`config.mk`:
```
export PLATFORM = sky130hd
export DESIGN_NAME = reply_status_encoder
export DESIGN_NICKNAME = d
export VERILOG_FILES = /design/src/shared/reply_status_pkg.sv /design/src/hdl/reply_status_encoder.sv /design/src/hdl/sticky_flags.sv
export SDC_FILE = /design/constraint.sdc
export NUM_CORES = 1
export LEC_CHECK = 0
export BUFFER_PORTS_ARGS = -buffer_cell sky130_fd_sc_hd__buf_2
export CAP_MARGIN = 0
export CORE_UTILIZATION = 40
export DETAILED_ROUTE_END_ITERATION = 16
export GPL_TIMING_DRIVEN = 0
export PLACE_DENSITY_LB_ADDON = 0.25
export SYNTH_ARGS = -nofsm -noshare
export SYNTH_HDL_FRONTEND = slang
export SYNTH_SLANG_ARGS = --single-unit
```
`constraint.sdc`:
```
create_clock -name clk -period 2.6 [get_ports clk]
set_clock_uncertainty 0.2 [all_clocks]
set_input_delay 0.52 -clock clk [delete_from_list [all_inputs] [get_ports clk]]
set_output_delay 0.52 -clock clk [all_outputs]
set_load 0.005 [all_outputs]
```
`src/shared/reply_status_pkg.sv`:
```
package reply_status_pkg;

	// Register byte offsets on the APB bus
	localparam logic [7:0] OFS_RESP_CODE  = 8'h00;
	localparam logic [7:0] OFS_COND_SET   = 8'h04;
	localparam logic [7:0] OFS_PENDING    = 8'h08;
	localparam logic [7:0] OFS_LAST_REPLY = 8'h0C;
	localparam logic [7:0] OFS_REPLY_CNT  = 8'h10;

	// Reset values
	localparam logic [6:0]  RESP_CODE_RST = 7'h00;
	localparam logic [7:0]  COND_RST      = 8'h00;
	localparam logic [15:0] CNT_RST       = 16'h0000;

	// First byte: communication fault field positions
	localparam int unsigned FB_COMM_FAULT = 7;
	localparam int unsigned FB_PARITY     = 6;
	localparam int unsigned FB_OVERRUN    = 5;
	localparam int unsigned FB_FRAMING    = 4;
	localparam int unsigned FB_CHECKSUM   = 3;
	localparam int unsigned FB_RESERVED   = 2;
	localparam int unsigned FB_RX_OVFL    = 1;
	localparam int unsigned FB_UNUSED0    = 0;

	// Second byte: device condition flag positions
	localparam int unsigned SB_MALFUNCTION = 7;
	localparam int unsigned SB_CFG_CHANGED = 6;
	localparam int unsigned SB_COLD_START  = 5;
	localparam int unsigned SB_MORE_STATUS = 4;
	localparam int unsigned SB_AO_FIXED    = 3;
	localparam int unsigned SB_AO_SATURATE = 2;
	localparam int unsigned SB_NONPV_LIMIT = 1;
	localparam int unsigned SB_PV_LIMIT    = 0;

	// Command-response integer codes
	localparam logic [6:0] RC_NO_ERROR      = 7'h00;
	localparam logic [6:0] RC_INVALID_SEL   = 7'h02;
	localparam logic [6:0] RC_PARAM_HIGH    = 7'h03;
	localparam logic [6:0] RC_PARAM_LOW     = 7'h04;
	localparam logic [6:0] RC_TOO_FEW_BYTES = 7'h05;
	localparam logic [6:0] RC_DEV_SPECIFIC  = 7'h06;
	localparam logic [6:0] RC_WRITE_PROTECT = 7'h07;
	localparam logic [6:0] RC_ACCESS_RESTR  = 7'h10;
	localparam logic [6:0] RC_MULTI_28      = 7'h1C;
	localparam logic [6:0] RC_BUSY          = 7'h20;
	localparam logic [6:0] RC_NOT_IMPL      = 7'h40;

	// Reply-status sender states
	typedef enum logic [1:0] {
		ST_IDLE  = 2'b00,
		ST_BYTE1 = 2'b01,
		ST_BYTE2 = 2'b10
	} tx_state_e;

endpackage

```
`src/hdl/reply_status_encoder.sv`:
```
// What this block does
// - Two status bytes go out ahead of every reply payload.
// - Any comm fault sets first-byte bit 7, other bits name the fault.
// - Second byte is all zeros when a comm fault is reported.
// - No fault: bit 7 clear, command-response value in bits 6 to 0.
// - Fault bits flag parity, overrun and framing errors of received characters.
// - Fault bits also flag receive buffer overflow and checksum mismatch.
// - Response is an integer; 7 write-protect, 16 restricted, 32 busy, 64 unimplemented.
// - Response 0 no error, 1 undefined, 2 to 5 selection/size/short errors.
// - Response 6 is a rarely used device-specific error.
// - Responses 8 to 15 and 28 mean different things per command.
// - Second byte bits 7 to 4: malfunction, config changed, cold start, more status.
// - Second byte bit 3 output fixed, bit 2 output saturated.
// - Second byte bit 1 non-primary out of limits, bit 0 primary out of limits.
// - Condition flags combine freely as a bitwise OR.
// - Characters are start, eight data, odd parity, stop; parity is checked.
`timescale 1ns/1ps
`default_nettype none

module reply_status_encoder (
	input  wire logic        clk,
	input  wire logic        rst_n,
	// APB slave
	input  wire logic        psel,
	input  wire logic        penable,
	input  wire logic        pwrite,
	input  wire logic [7:0]  paddr,
	input  wire logic [31:0] pwdata,
	input  wire logic [3:0]  pstrb,
	output var  logic [31:0] prdata,
	output var  logic        pready,
	output var  logic        pslverr,
	// Received characters from the serial receiver
	input  wire logic        rx_char_valid,
	input  wire logic [7:0]  rx_char_data,
	input  wire logic        rx_char_parity,
	input  wire logic        rx_char_stop,
	input  wire logic        rx_overrun,
	input  wire logic        rx_buf_overflow,
	input  wire logic        rx_checksum_err,
	// Device condition events from measurement and output logic
	input  wire logic [7:0]  cond_evt,
	// Reply transmitter handshake
	input  wire logic        reply_start,
	input  wire logic        tx_ready,
	output var  logic [7:0]  tx_byte,
	output var  logic        tx_valid,
	output var  logic        status_done,
	output var  logic        busy
);

	reply_status_pkg::tx_state_e state_r;
	reply_status_pkg::tx_state_e state_nxt;

	logic [6:0]  resp_code_r;
	logic [7:0]  byte1_r;
	logic [7:0]  byte2_r;
	logic [15:0] reply_cnt_r;
	logic [6:0]  fault_q;
	logic [7:0]  cond_q;
	logic [6:0]  fault_set;
	logic [7:0]  cond_set;
	logic [7:0]  cond_sw_set;
	logic        compose;
	logic        parity_bad;
	logic        framing_bad;
	logic        any_fault;
	logic [7:0]  byte1_nxt;
	logic [7:0]  byte2_nxt;
	logic        apb_access;
	logic        apb_wr;
	logic        addr_ok;

	// Odd parity: data plus parity bit must hold an odd count of ones
	assign parity_bad  = rx_char_valid & ~(^{rx_char_data, rx_char_parity});
	assign framing_bad = rx_char_valid & ~rx_char_stop;

	// Fault events mapped to their first-byte positions
	always_comb begin
		fault_set = 7'h00;
		fault_set[reply_status_pkg::FB_PARITY]   = parity_bad;
		fault_set[reply_status_pkg::FB_OVERRUN]  = rx_overrun;
		fault_set[reply_status_pkg::FB_FRAMING]  = framing_bad;
		fault_set[reply_status_pkg::FB_CHECKSUM] = rx_checksum_err;
		fault_set[reply_status_pkg::FB_RX_OVFL]  = rx_buf_overflow;
	end

	// Reply composition takes a snapshot and clears the latches in one step
	assign compose = (state_r == reply_status_pkg::ST_IDLE) & reply_start;

	sticky_flags #(
		.W(7)
	) u_fault_flags (
		.clk  (clk),
		.rst_n(rst_n),
		.set  (fault_set),
		.clear(compose),
		.q    (fault_q)
	);

	// Conditions come from hardware events or from firmware writes
	assign cond_set = cond_evt | cond_sw_set;

	sticky_flags #(
		.W(8)
	) u_cond_flags (
		.clk  (clk),
		.rst_n(rst_n),
		.set  (cond_set),
		.clear(compose),
		.q    (cond_q)
	);

	// Reserved and unused fault bits never reach the wire
	assign any_fault = |fault_q;

	always_comb begin
		byte1_nxt = 8'h00;
		byte2_nxt = 8'h00;
		if (any_fault) begin
			byte1_nxt = {1'b1, fault_q};
			byte1_nxt[reply_status_pkg::FB_RESERVED] = 1'b0;
			byte1_nxt[reply_status_pkg::FB_UNUSED0]  = 1'b0;
			byte2_nxt = 8'h00;
		end else begin
			// Code passes as an integer, any 7-bit value is legal
			byte1_nxt = {1'b0, resp_code_r};
			byte2_nxt = cond_q;
		end
	end

	// Sender next state
	always_comb begin
		state_nxt = state_r;
		case (state_r)
			reply_status_pkg::ST_IDLE: begin
				if (reply_start) begin
					state_nxt = reply_status_pkg::ST_BYTE1;
				end
			end
			reply_status_pkg::ST_BYTE1: begin
				if (tx_ready) begin
					state_nxt = reply_status_pkg::ST_BYTE2;
				end
			end
			reply_status_pkg::ST_BYTE2: begin
				if (tx_ready) begin
					state_nxt = reply_status_pkg::ST_IDLE;
				end
			end
			default: begin
				state_nxt = reply_status_pkg::ST_IDLE;
			end
		endcase
	end

	always_ff @(posedge clk or negedge rst_n) begin
		if (!rst_n) begin
			state_r <= reply_status_pkg::ST_IDLE;
		end else begin
			state_r <= state_nxt;
		end
	end

	// Snapshot of both status bytes, held for the whole reply
	always_ff @(posedge clk or negedge rst_n) begin
		if (!rst_n) begin
			byte1_r <= 8'h00;
			byte2_r <= 8'h00;
		end else if (compose) begin
			byte1_r <= byte1_nxt;
			byte2_r <= byte2_nxt;
		end
	end

	// Byte stream: first status byte, second status byte, then payload may follow
	always_ff @(posedge clk or negedge rst_n) begin
		if (!rst_n) begin
			tx_byte     <= 8'h00;
			tx_valid    <= 1'b0;
			status_done <= 1'b0;
		end else begin
			status_done <= 1'b0;
			case (state_r)
				reply_status_pkg::ST_IDLE: begin
					if (reply_start) begin
						tx_byte  <= byte1_nxt;
						tx_valid <= 1'b1;
					end
				end
				reply_status_pkg::ST_BYTE1: begin
					if (tx_ready) begin
						tx_byte <= byte2_r;
					end
				end
				reply_status_pkg::ST_BYTE2: begin
					if (tx_ready) begin
						tx_valid    <= 1'b0;
						tx_byte     <= 8'h00;
						status_done <= 1'b1;
					end
				end
				default: begin
					tx_valid <= 1'b0;
				end
			endcase
		end
	end

	// Busy mirrors the sender so firmware knows a reply is in flight
	always_ff @(posedge clk or negedge rst_n) begin
		if (!rst_n) begin
			busy <= 1'b0;
		end else begin
			busy <= (state_nxt != reply_status_pkg::ST_IDLE);
		end
	end

	// Count of replies composed, wraps
	always_ff @(posedge clk or negedge rst_n) begin
		if (!rst_n) begin
			reply_cnt_r <= reply_status_pkg::CNT_RST;
		end else if (compose) begin
			reply_cnt_r <= reply_cnt_r + 16'h0001;
		end
	end

	// APB decode; one wait state keeps pready and prdata registered
	assign apb_access = psel & penable & ~pready;
	assign apb_wr     = apb_access & pwrite;
	assign addr_ok    = (paddr == reply_status_pkg::OFS_RESP_CODE)
		| (paddr == reply_status_pkg::OFS_COND_SET)
		| (paddr == reply_status_pkg::OFS_PENDING)
		| (paddr == reply_status_pkg::OFS_LAST_REPLY)
		| (paddr == reply_status_pkg::OFS_REPLY_CNT);

	// Response code written by firmware before each reply
	always_ff @(posedge clk or negedge rst_n) begin
		if (!rst_n) begin
			resp_code_r <= reply_status_pkg::RESP_CODE_RST;
		end else if (apb_wr && pstrb[0] && paddr == reply_status_pkg::OFS_RESP_CODE) begin
			resp_code_r <= pwdata[6:0];
		end
	end

	// Write-one-to-set pulse for condition flags
	always_comb begin
		cond_sw_set = reply_status_pkg::COND_RST;
		if (apb_wr && pstrb[0] && paddr == reply_status_pkg::OFS_COND_SET) begin
			cond_sw_set = pwdata[7:0];
		end
	end

	always_ff @(posedge clk or negedge rst_n) begin
		if (!rst_n) begin
			pready  <= 1'b0;
			pslverr <= 1'b0;
			prdata  <= 32'h0000_0000;
		end else begin
			pready  <= apb_access;
			pslverr <= apb_access & ~addr_ok;
			prdata  <= 32'h0000_0000;
			if (apb_access && !pwrite) begin
				case (paddr)
					reply_status_pkg::OFS_RESP_CODE: begin
						prdata <= {25'h000_0000, resp_code_r};
					end
					reply_status_pkg::OFS_PENDING: begin
						prdata <= {16'h0000, cond_q, 1'b0, fault_q};
					end
					reply_status_pkg::OFS_LAST_REPLY: begin
						prdata <= {16'h0000, byte2_r, byte1_r};
					end
					reply_status_pkg::OFS_REPLY_CNT: begin
						prdata <= {16'h0000, reply_cnt_r};
					end
					default: begin
						prdata <= 32'h0000_0000;
					end
				endcase
			end
		end
	end

	// Checks on the composed bytes and the sequence

	a_fault_top_bit: assert property (@(posedge clk) disable iff (!rst_n)
		(compose && any_fault) |=> (tx_byte[7] && tx_valid))
		else $error("fault not flagged in first status byte");

	a_fault_zero_second: assert property (@(posedge clk) disable iff (!rst_n)
		(state_r == reply_status_pkg::ST_BYTE1 && tx_ready && byte1_r[7])
		|=> (tx_byte == 8'h00 && state_r == reply_status_pkg::ST_BYTE2))
		else $error("second byte not zero after fault");

	a_resp_code_pass: assert property (@(posedge clk) disable iff (!rst_n)
		(compose && !any_fault) |=> (tx_byte == {1'b0, $past(resp_code_r)}))
		else $error("first byte does not carry response code");

	a_parity_latch: assert property (@(posedge clk) disable iff (!rst_n)
		(rx_char_valid && !(^{rx_char_data, rx_char_parity}))
		|=> fault_q[reply_status_pkg::FB_PARITY])
		else $error("parity fault not latched");

	a_framing_latch: assert property (@(posedge clk) disable iff (!rst_n)
		(rx_char_valid && !rx_char_stop) |=> fault_q[reply_status_pkg::FB_FRAMING])
		else $error("framing fault not latched");

	a_checksum_latch: assert property (@(posedge clk) disable iff (!rst_n)
		(rx_checksum_err || rx_buf_overflow)
		|=> (fault_q[reply_status_pkg::FB_CHECKSUM] || fault_q[reply_status_pkg::FB_RX_OVFL]))
		else $error("checksum or overflow fault not latched");

	a_cond_flags_sent: assert property (@(posedge clk) disable iff (!rst_n)
		(compose && !any_fault) |=> (byte2_r == $past(cond_q)))
		else $error("condition flags not captured");

	a_flags_kept: assert property (@(posedge clk) disable iff (!rst_n)
		##1 ((cond_q & $past(cond_set)) == $past(cond_set)))
		else $error("condition event lost");

	a_reserved_zero: assert property (@(posedge clk) disable iff (!rst_n)
		(tx_valid && state_r == reply_status_pkg::ST_BYTE1 && tx_byte[7])
		|-> (tx_byte[reply_status_pkg::FB_RESERVED] == 1'b0))
		else $error("reserved fault bit sent as one");

	a_two_bytes_done: assert property (@(posedge clk) disable iff (!rst_n)
		compose |=> (tx_valid && !status_done) [*1] ##1 (tx_valid || status_done))
		else $error("status bytes not sent before done");

	a_done_after_byte2: assert property (@(posedge clk) disable iff (!rst_n)
		status_done |-> $past(state_r == reply_status_pkg::ST_BYTE2 && tx_ready))
		else $error("done without second status byte");

endmodule

`default_nettype wire

```
`src/hdl/sticky_flags.sv`:
```
`timescale 1ns/1ps
`default_nettype none

module sticky_flags #(
	parameter int unsigned W = 8
) (
	input  wire logic         clk,
	input  wire logic         rst_n,
	input  wire logic [W-1:0] set,
	input  wire logic         clear,
	output var  logic [W-1:0] q
);

	// Set beats clear so an event in the snapshot cycle waits for the next reply
	always_ff @(posedge clk or negedge rst_n) begin
		if (!rst_n) begin
			q <= '0;
		end else begin
			q <= (clear ? '0 : q) | set;
		end
	end

endmodule

`default_nettype wire

```
* After elaboration in Yosys (flattened, before gate mapping) *
Index checks and enable logic that the tools add are counted.
W data, S select, Z words.

word-level totals
  register bits after elaboration = 101
  word-level logic and storage cells = 76
  bits of input ports = 73

cells by class
  reduce and logical (&&, ||, !) cells = 13
  mux-type cells = 20
  bitwise logic cells = 19
  eq/ne operators = 9
  add/subtract/negate cells = 1

operators with widths
  cell                     number
  $pmux W16 S4             1
  $mux W8                  7
  $pmux W8 S3              1
  $add A16 B1 Y16 const B  1
  $eq A8 B4 Y1 const B     2
  $mux W16                 1
  $or A8 B8 Y8             2
  $reduce_xor A9 Y1        1
  $eq A8 B3 Y1 const B     1
  $eq A8 B5 Y1 const B     1
  $logic_not A8 Y1         1
  $and A1 B1 Y1            7
  $mux W7                  1
  $or A7 B7 Y7             1
  $reduce_or A7 Y1         1
  $mux W2                  3
  $ne A2 B2 Y1 const B     3
  $pmux W2 S3              1
  $not A1 Y1               5
  $logic_and A1 B1 Y1      4
  $mux W1                  4
  $or A1 B1 Y1             4
  $reduce_and A4 Y1        1
  $pmux W1 S3              1
  other kinds (7)          7

* Depth between registers and ports, before layout *
  depth after elaboration = 8
  depth in mapped cells = 7
  depth with buffers taken out = 6

* By module *
Synthesis repeated with hierarchy kept, for this count alone.

unflattened totals
  cells, all modules = 361
  area, all modules = 4,040.1 µm²

by module, submodules not included
  module                         area each (µm²)  cells an instance  seq. area each (µm²)  instances
  reply_status_encoder           3,544.6          329                1,751.7               1
  sticky_flags at u_cond_flags   264.0            17                 200.2                 1
  sticky_flags at u_fault_flags  231.5            15                 175.2                 1

* Worst setup path before layout *
No wires, ideal clock.

  kind = input port to flip-flop
  start = input paddr[1]
  end = register resp_code_r[0]
  path slack = 0.070 ns
  buffers on the path = 1
  required time = 2.275 ns
  arrival = 2.205 ns
  stages = 5
  path through = or4_1 buf_2 or2_1 nor4_4 mux2_2

between the ends
  cells in the longest elaborated chain, start to end = 2

ends and longest elaborated chain
  item                    RTL line                     text
  start: declaration      reply_status_encoder.sv:27   input wire logic [7:0] paddr,
  $logic_not A8 Y1        reply_status_encoder.sv:241  end else if (apb_wr && pstrb[0] && paddr == reply_status_pkg::OFS_RESP_CODE) begin
  $logic_and A1 B1 Y1     reply_status_encoder.sv:241
  end signal: assignment  reply_status_encoder.sv:240  resp_code_r <= reply_status_pkg::RESP_CODE_RST;
  end signal: assignment  reply_status_encoder.sv:242  resp_code_r <= pwdata[6:0];
  end: declaration        reply_status_encoder.sv:55   logic [6:0] resp_code_r;

Every way passes these cells.
A chain may end at the register's enable or synchronous reset.

* Worst setup path after layout *
  start = input paddr[1]
  end = register prdata[2]

between the ends
  cells in the longest elaborated chain, start to end = 3
  elaborated cells between the ends (all ways) = 6
  classes of those cells = eq/ne (3); mux (2); reduce/logical (1)

ends and longest elaborated chain
  item                                  RTL line                     text
  $eq A8 B5 Y1 (tied with other cells)  reply_status_encoder.sv:264  case (paddr)
  $pmux W16 S4 (*)                      reply_status_encoder.sv:264
  $mux W16 (*)                          reply_status_encoder.sv:263  if (apb_access && !pwrite) begin
  end signal: assignment                reply_status_encoder.sv:266  prdata <= {25'h000_0000, resp_code_r};
  end signal: assignment                reply_status_encoder.sv:269  prdata <= {16'h0000, cond_q, 1'b0, fault_q};
  end signal: assignment                reply_status_encoder.sv:272  prdata <= {16'h0000, byte2_r, byte1_r};
  end: declaration                      reply_status_encoder.sv:30   output var logic [31:0] prdata,

Every way passes the cells marked *; elsewhere a longest branch is shown, timed or not.

==> metrics.cfg <==
[place]
gp_congestion=0.860
dp_slack_ns=-0.370
hpwl_um=6830
post_dp_cell_area_um2=4390
portBuffers=74

[floorplanning]
initial_core_util_pct=41.2
fp.coreArea_um2=9200
num_io_pins=118
die_x_um=99.4
die_h_um=99.4
die_area_um2=9870
row_count=35

[final_layout]
drive_gt1_share_pct=27.6
fin_util_pct=50.2
final_cell_mix=dfrtp_1 (83), buf_2 (77), nand2_1 (51)
n_fill_cell=849
antennaDiodeCount=0
final_common_cell=dfrtp_1
area_growth_pct=21.9
final_area_um2=4620
nets=531
multi_input_area_um2=1580
regArea_um2=2080

[detailed_routing]
dr.first_iter.drc_count=228
vias_per_cell=5.32
wl_um=9330
vias=3021
first_pass_iters=4
drc=0
drtAntennaViolNets=0
wl_per_cell_um=16.4

[grt]
grt_pass1_vias=2874
grt.total_usage_pct=19.8
antenna_found_initial=0
grt_max_degree=49
overflow=0
grt_first_pass_wirelength_um=14800

[min_path]
holdPathEnd=u_fault_flags.q[4]
hp-class=input port to register
worstHoldPathCells=2
min_from=rx_char_stop

[outcome]
outcome=complete, no violations

[critical_path]
crit_fanout=9
crit_type=input port to register
r2r_slack_ns=0.28
cp_top_family=simple AND/OR/NAND/NOR gates
arrival_ns=2.51
r2r_cells=6
cp_cell_sequence=buf_2 > or4_1 > buf_2 > nor3b_1 > a32oi_1 > a21oi_1
crit_path_max_incr_delay_ns=0.86
end_kind=register
startpoint_type=input port
cp_num_buf_inv=2
r2r-end=byte2_r[4]
r2r-start=state_r[0]
cp.required_ns=2.67
crit_slowest_cell=nor3b_1
crit_top_cell=buf_2

[timing]
final.min_clock_period_ns=2.45
rsz0062_at_grt=false
slew_headroom_pct=29.7
postLayoutSetupSlackWorst_ns=0.152
post-route-period-util_pct=94.1
hold_viol=0
tightest_slew_ns=1.05
fmax_mhz=409
tns_ns=0
setup_viol=0
drv_slew=0

[clock_tree]
postCtsResizedCells=0
clock-sinks=83
clk_latency_ns=0.36
cts_tree=yes
clock_path_buffers=2
h-tree-depth=3
cts_root_buf=clkbuf_8
cts_buffers=9
clkTransAtPathRegs_ns=0.08

[logic_synthesis]
synth_edf_count=0
yosysWarnings=0
ys_types=45
ys_ff_latch=83
syn_inst=349
yosysSeqAreaShare_pct=54.8
synth_area_per_cell_um2=10.9
synth_area_um2=3790
async_reset_ff_share_pct=100
synth_ff_type=dfrtp_1

[flow_run]
maxCapViolCount=0

[pwr]
cellPowerDensity_nw_per_um2=797
power_leakage_nw=2.17
peakVddDrop_uv=361

==> synthesized netlist by cell type (3+ instances only) <==
cell type  instances  area share (%)
a21o_1             3            0.59
a21oi_1           15             2.0
a221o_1            8             2.1
a222oi_1           5             1.3
a22o_1             6             1.4
a22oi_1            9             1.8
a31oi_1            4            0.66
a32oi_1            4            0.92
and2_1             5            0.83
and3_1             3            0.50
buf_2              4            0.53
buf_4             16             3.2
clkbuf_1           9            0.89
dfrtp_1           83              55
ha_1               5             1.7
inv_1              4            0.40
mux2_2            12             3.6
nand2_1           51             5.0
nand3_1            4            0.53
nand4_1            6            0.99
nor2_1            15             1.5
nor3_1             4            0.53
o21ai_0           28             3.7
xnor2_1           15             3.5
xor2_1             6             1.4
==> power by group <==
group	internal [mW]	leakage, nW	switching, mW
registers	1.52	1.07	0.202
logic	0.433	0.996	0.507
clock network	0.564	0.104	0.454
==> flip-flops by register name (all words and copies together), names as in the netlist <==
signal           cells
byte2_r              8
pslverr              1
u_fault_flags.q      5
u_cond_flags.q       8
byte1_r              8
status_done          1
state_r              2
tx_byte              8
prdata              16
reply_cnt_r         16
resp_code_r          7
pready               1
busy                 1
tx_valid             1
==> how the worst max path moves through the flow <==
stage / startpoint / endpoint / cells past startpoint
3_3_place_gp: paddr[1] / resp_code_r[1] / 6
5_1_grt: paddr[1] / prdata[13] / 6
2_1_floorplan: paddr[1] / resp_code_r[0] / 5
6_report: paddr[1] / prdata[2] / 6
3_5_place_dp: paddr[1] / resp_code_r[1] / 6
4_1_cts: paddr[1] / resp_code_r[1] / 6
==> metrics by stage <==
| step | hold WS (ns) | power (mW) | std cells |
|---|---|---|---|
| after global routing | 0.136 | 3.88 | 568 |
| after detailed placement | 0.269 | 2.69 | 550 |
| after CTS | 0.123 | 3.70 | 566 |
| final | 0.122 | 3.68 | 568 |
| after floorplan | 0.0244 | 2.32 | 364 |
| after global placement | 0.265 | 2.66 | 549 |
==> layout make-up <==
cell class / count / share of cell area [%]
sequential: 83 / 44.9
multi-input combinational: 247 / 34.1
timing repair buffer: 78 / 9.21
buffer: 30 / 3.85
clock buffer: 13 / 3.22
tap: 111 / 3.01
clock inverter: 2 / 1.30
inverter: 4 / 0.325
==> cell families (layout without fill, tap and decap cells) <==
group / after synthesis / after routing / synth area share, %
buffers and inverters: 34 / 127 / 5.08
DFF: 83 / 83 / 54.8
adders and majority gates: 5 / 5 / 1.65
AOI/OAI and AO/OA: 85 / 85 / 15.2
xor gates and xnor gates: 22 / 22 / 5.45
other: 1 / 16 / 0.0989
and+or+nand+nor: 107 / 107 / 14.2
muxes: 12 / 12 / 3.56
==> worst reg2reg max path, stage by stage (launching register included) <==
cell and delay (ns):
dfrtp_1 0.39, inv_1 0.08, ha_1 0.27, nand2_1 0.13
clkbuf_1 0.48, buf_1 0.45, o21ai_0 0.18
==> layer usage <==
layer	part of all wire [%]	GRT usage (%)
met1	43	25.5
met2	46	30.9
met3	7.5	4.71
met4	3.4	11.1
met5	0	0
==> repair_timing <==
action                                  4_1_cts  5_1_grt
buffers inserted                              0        2
hold endpoints to repair                     35        0
endpoints found under the setup margin        0        7
hold buffers                                  1        0
Note: power is estimated with default switching activity, not from simulation.
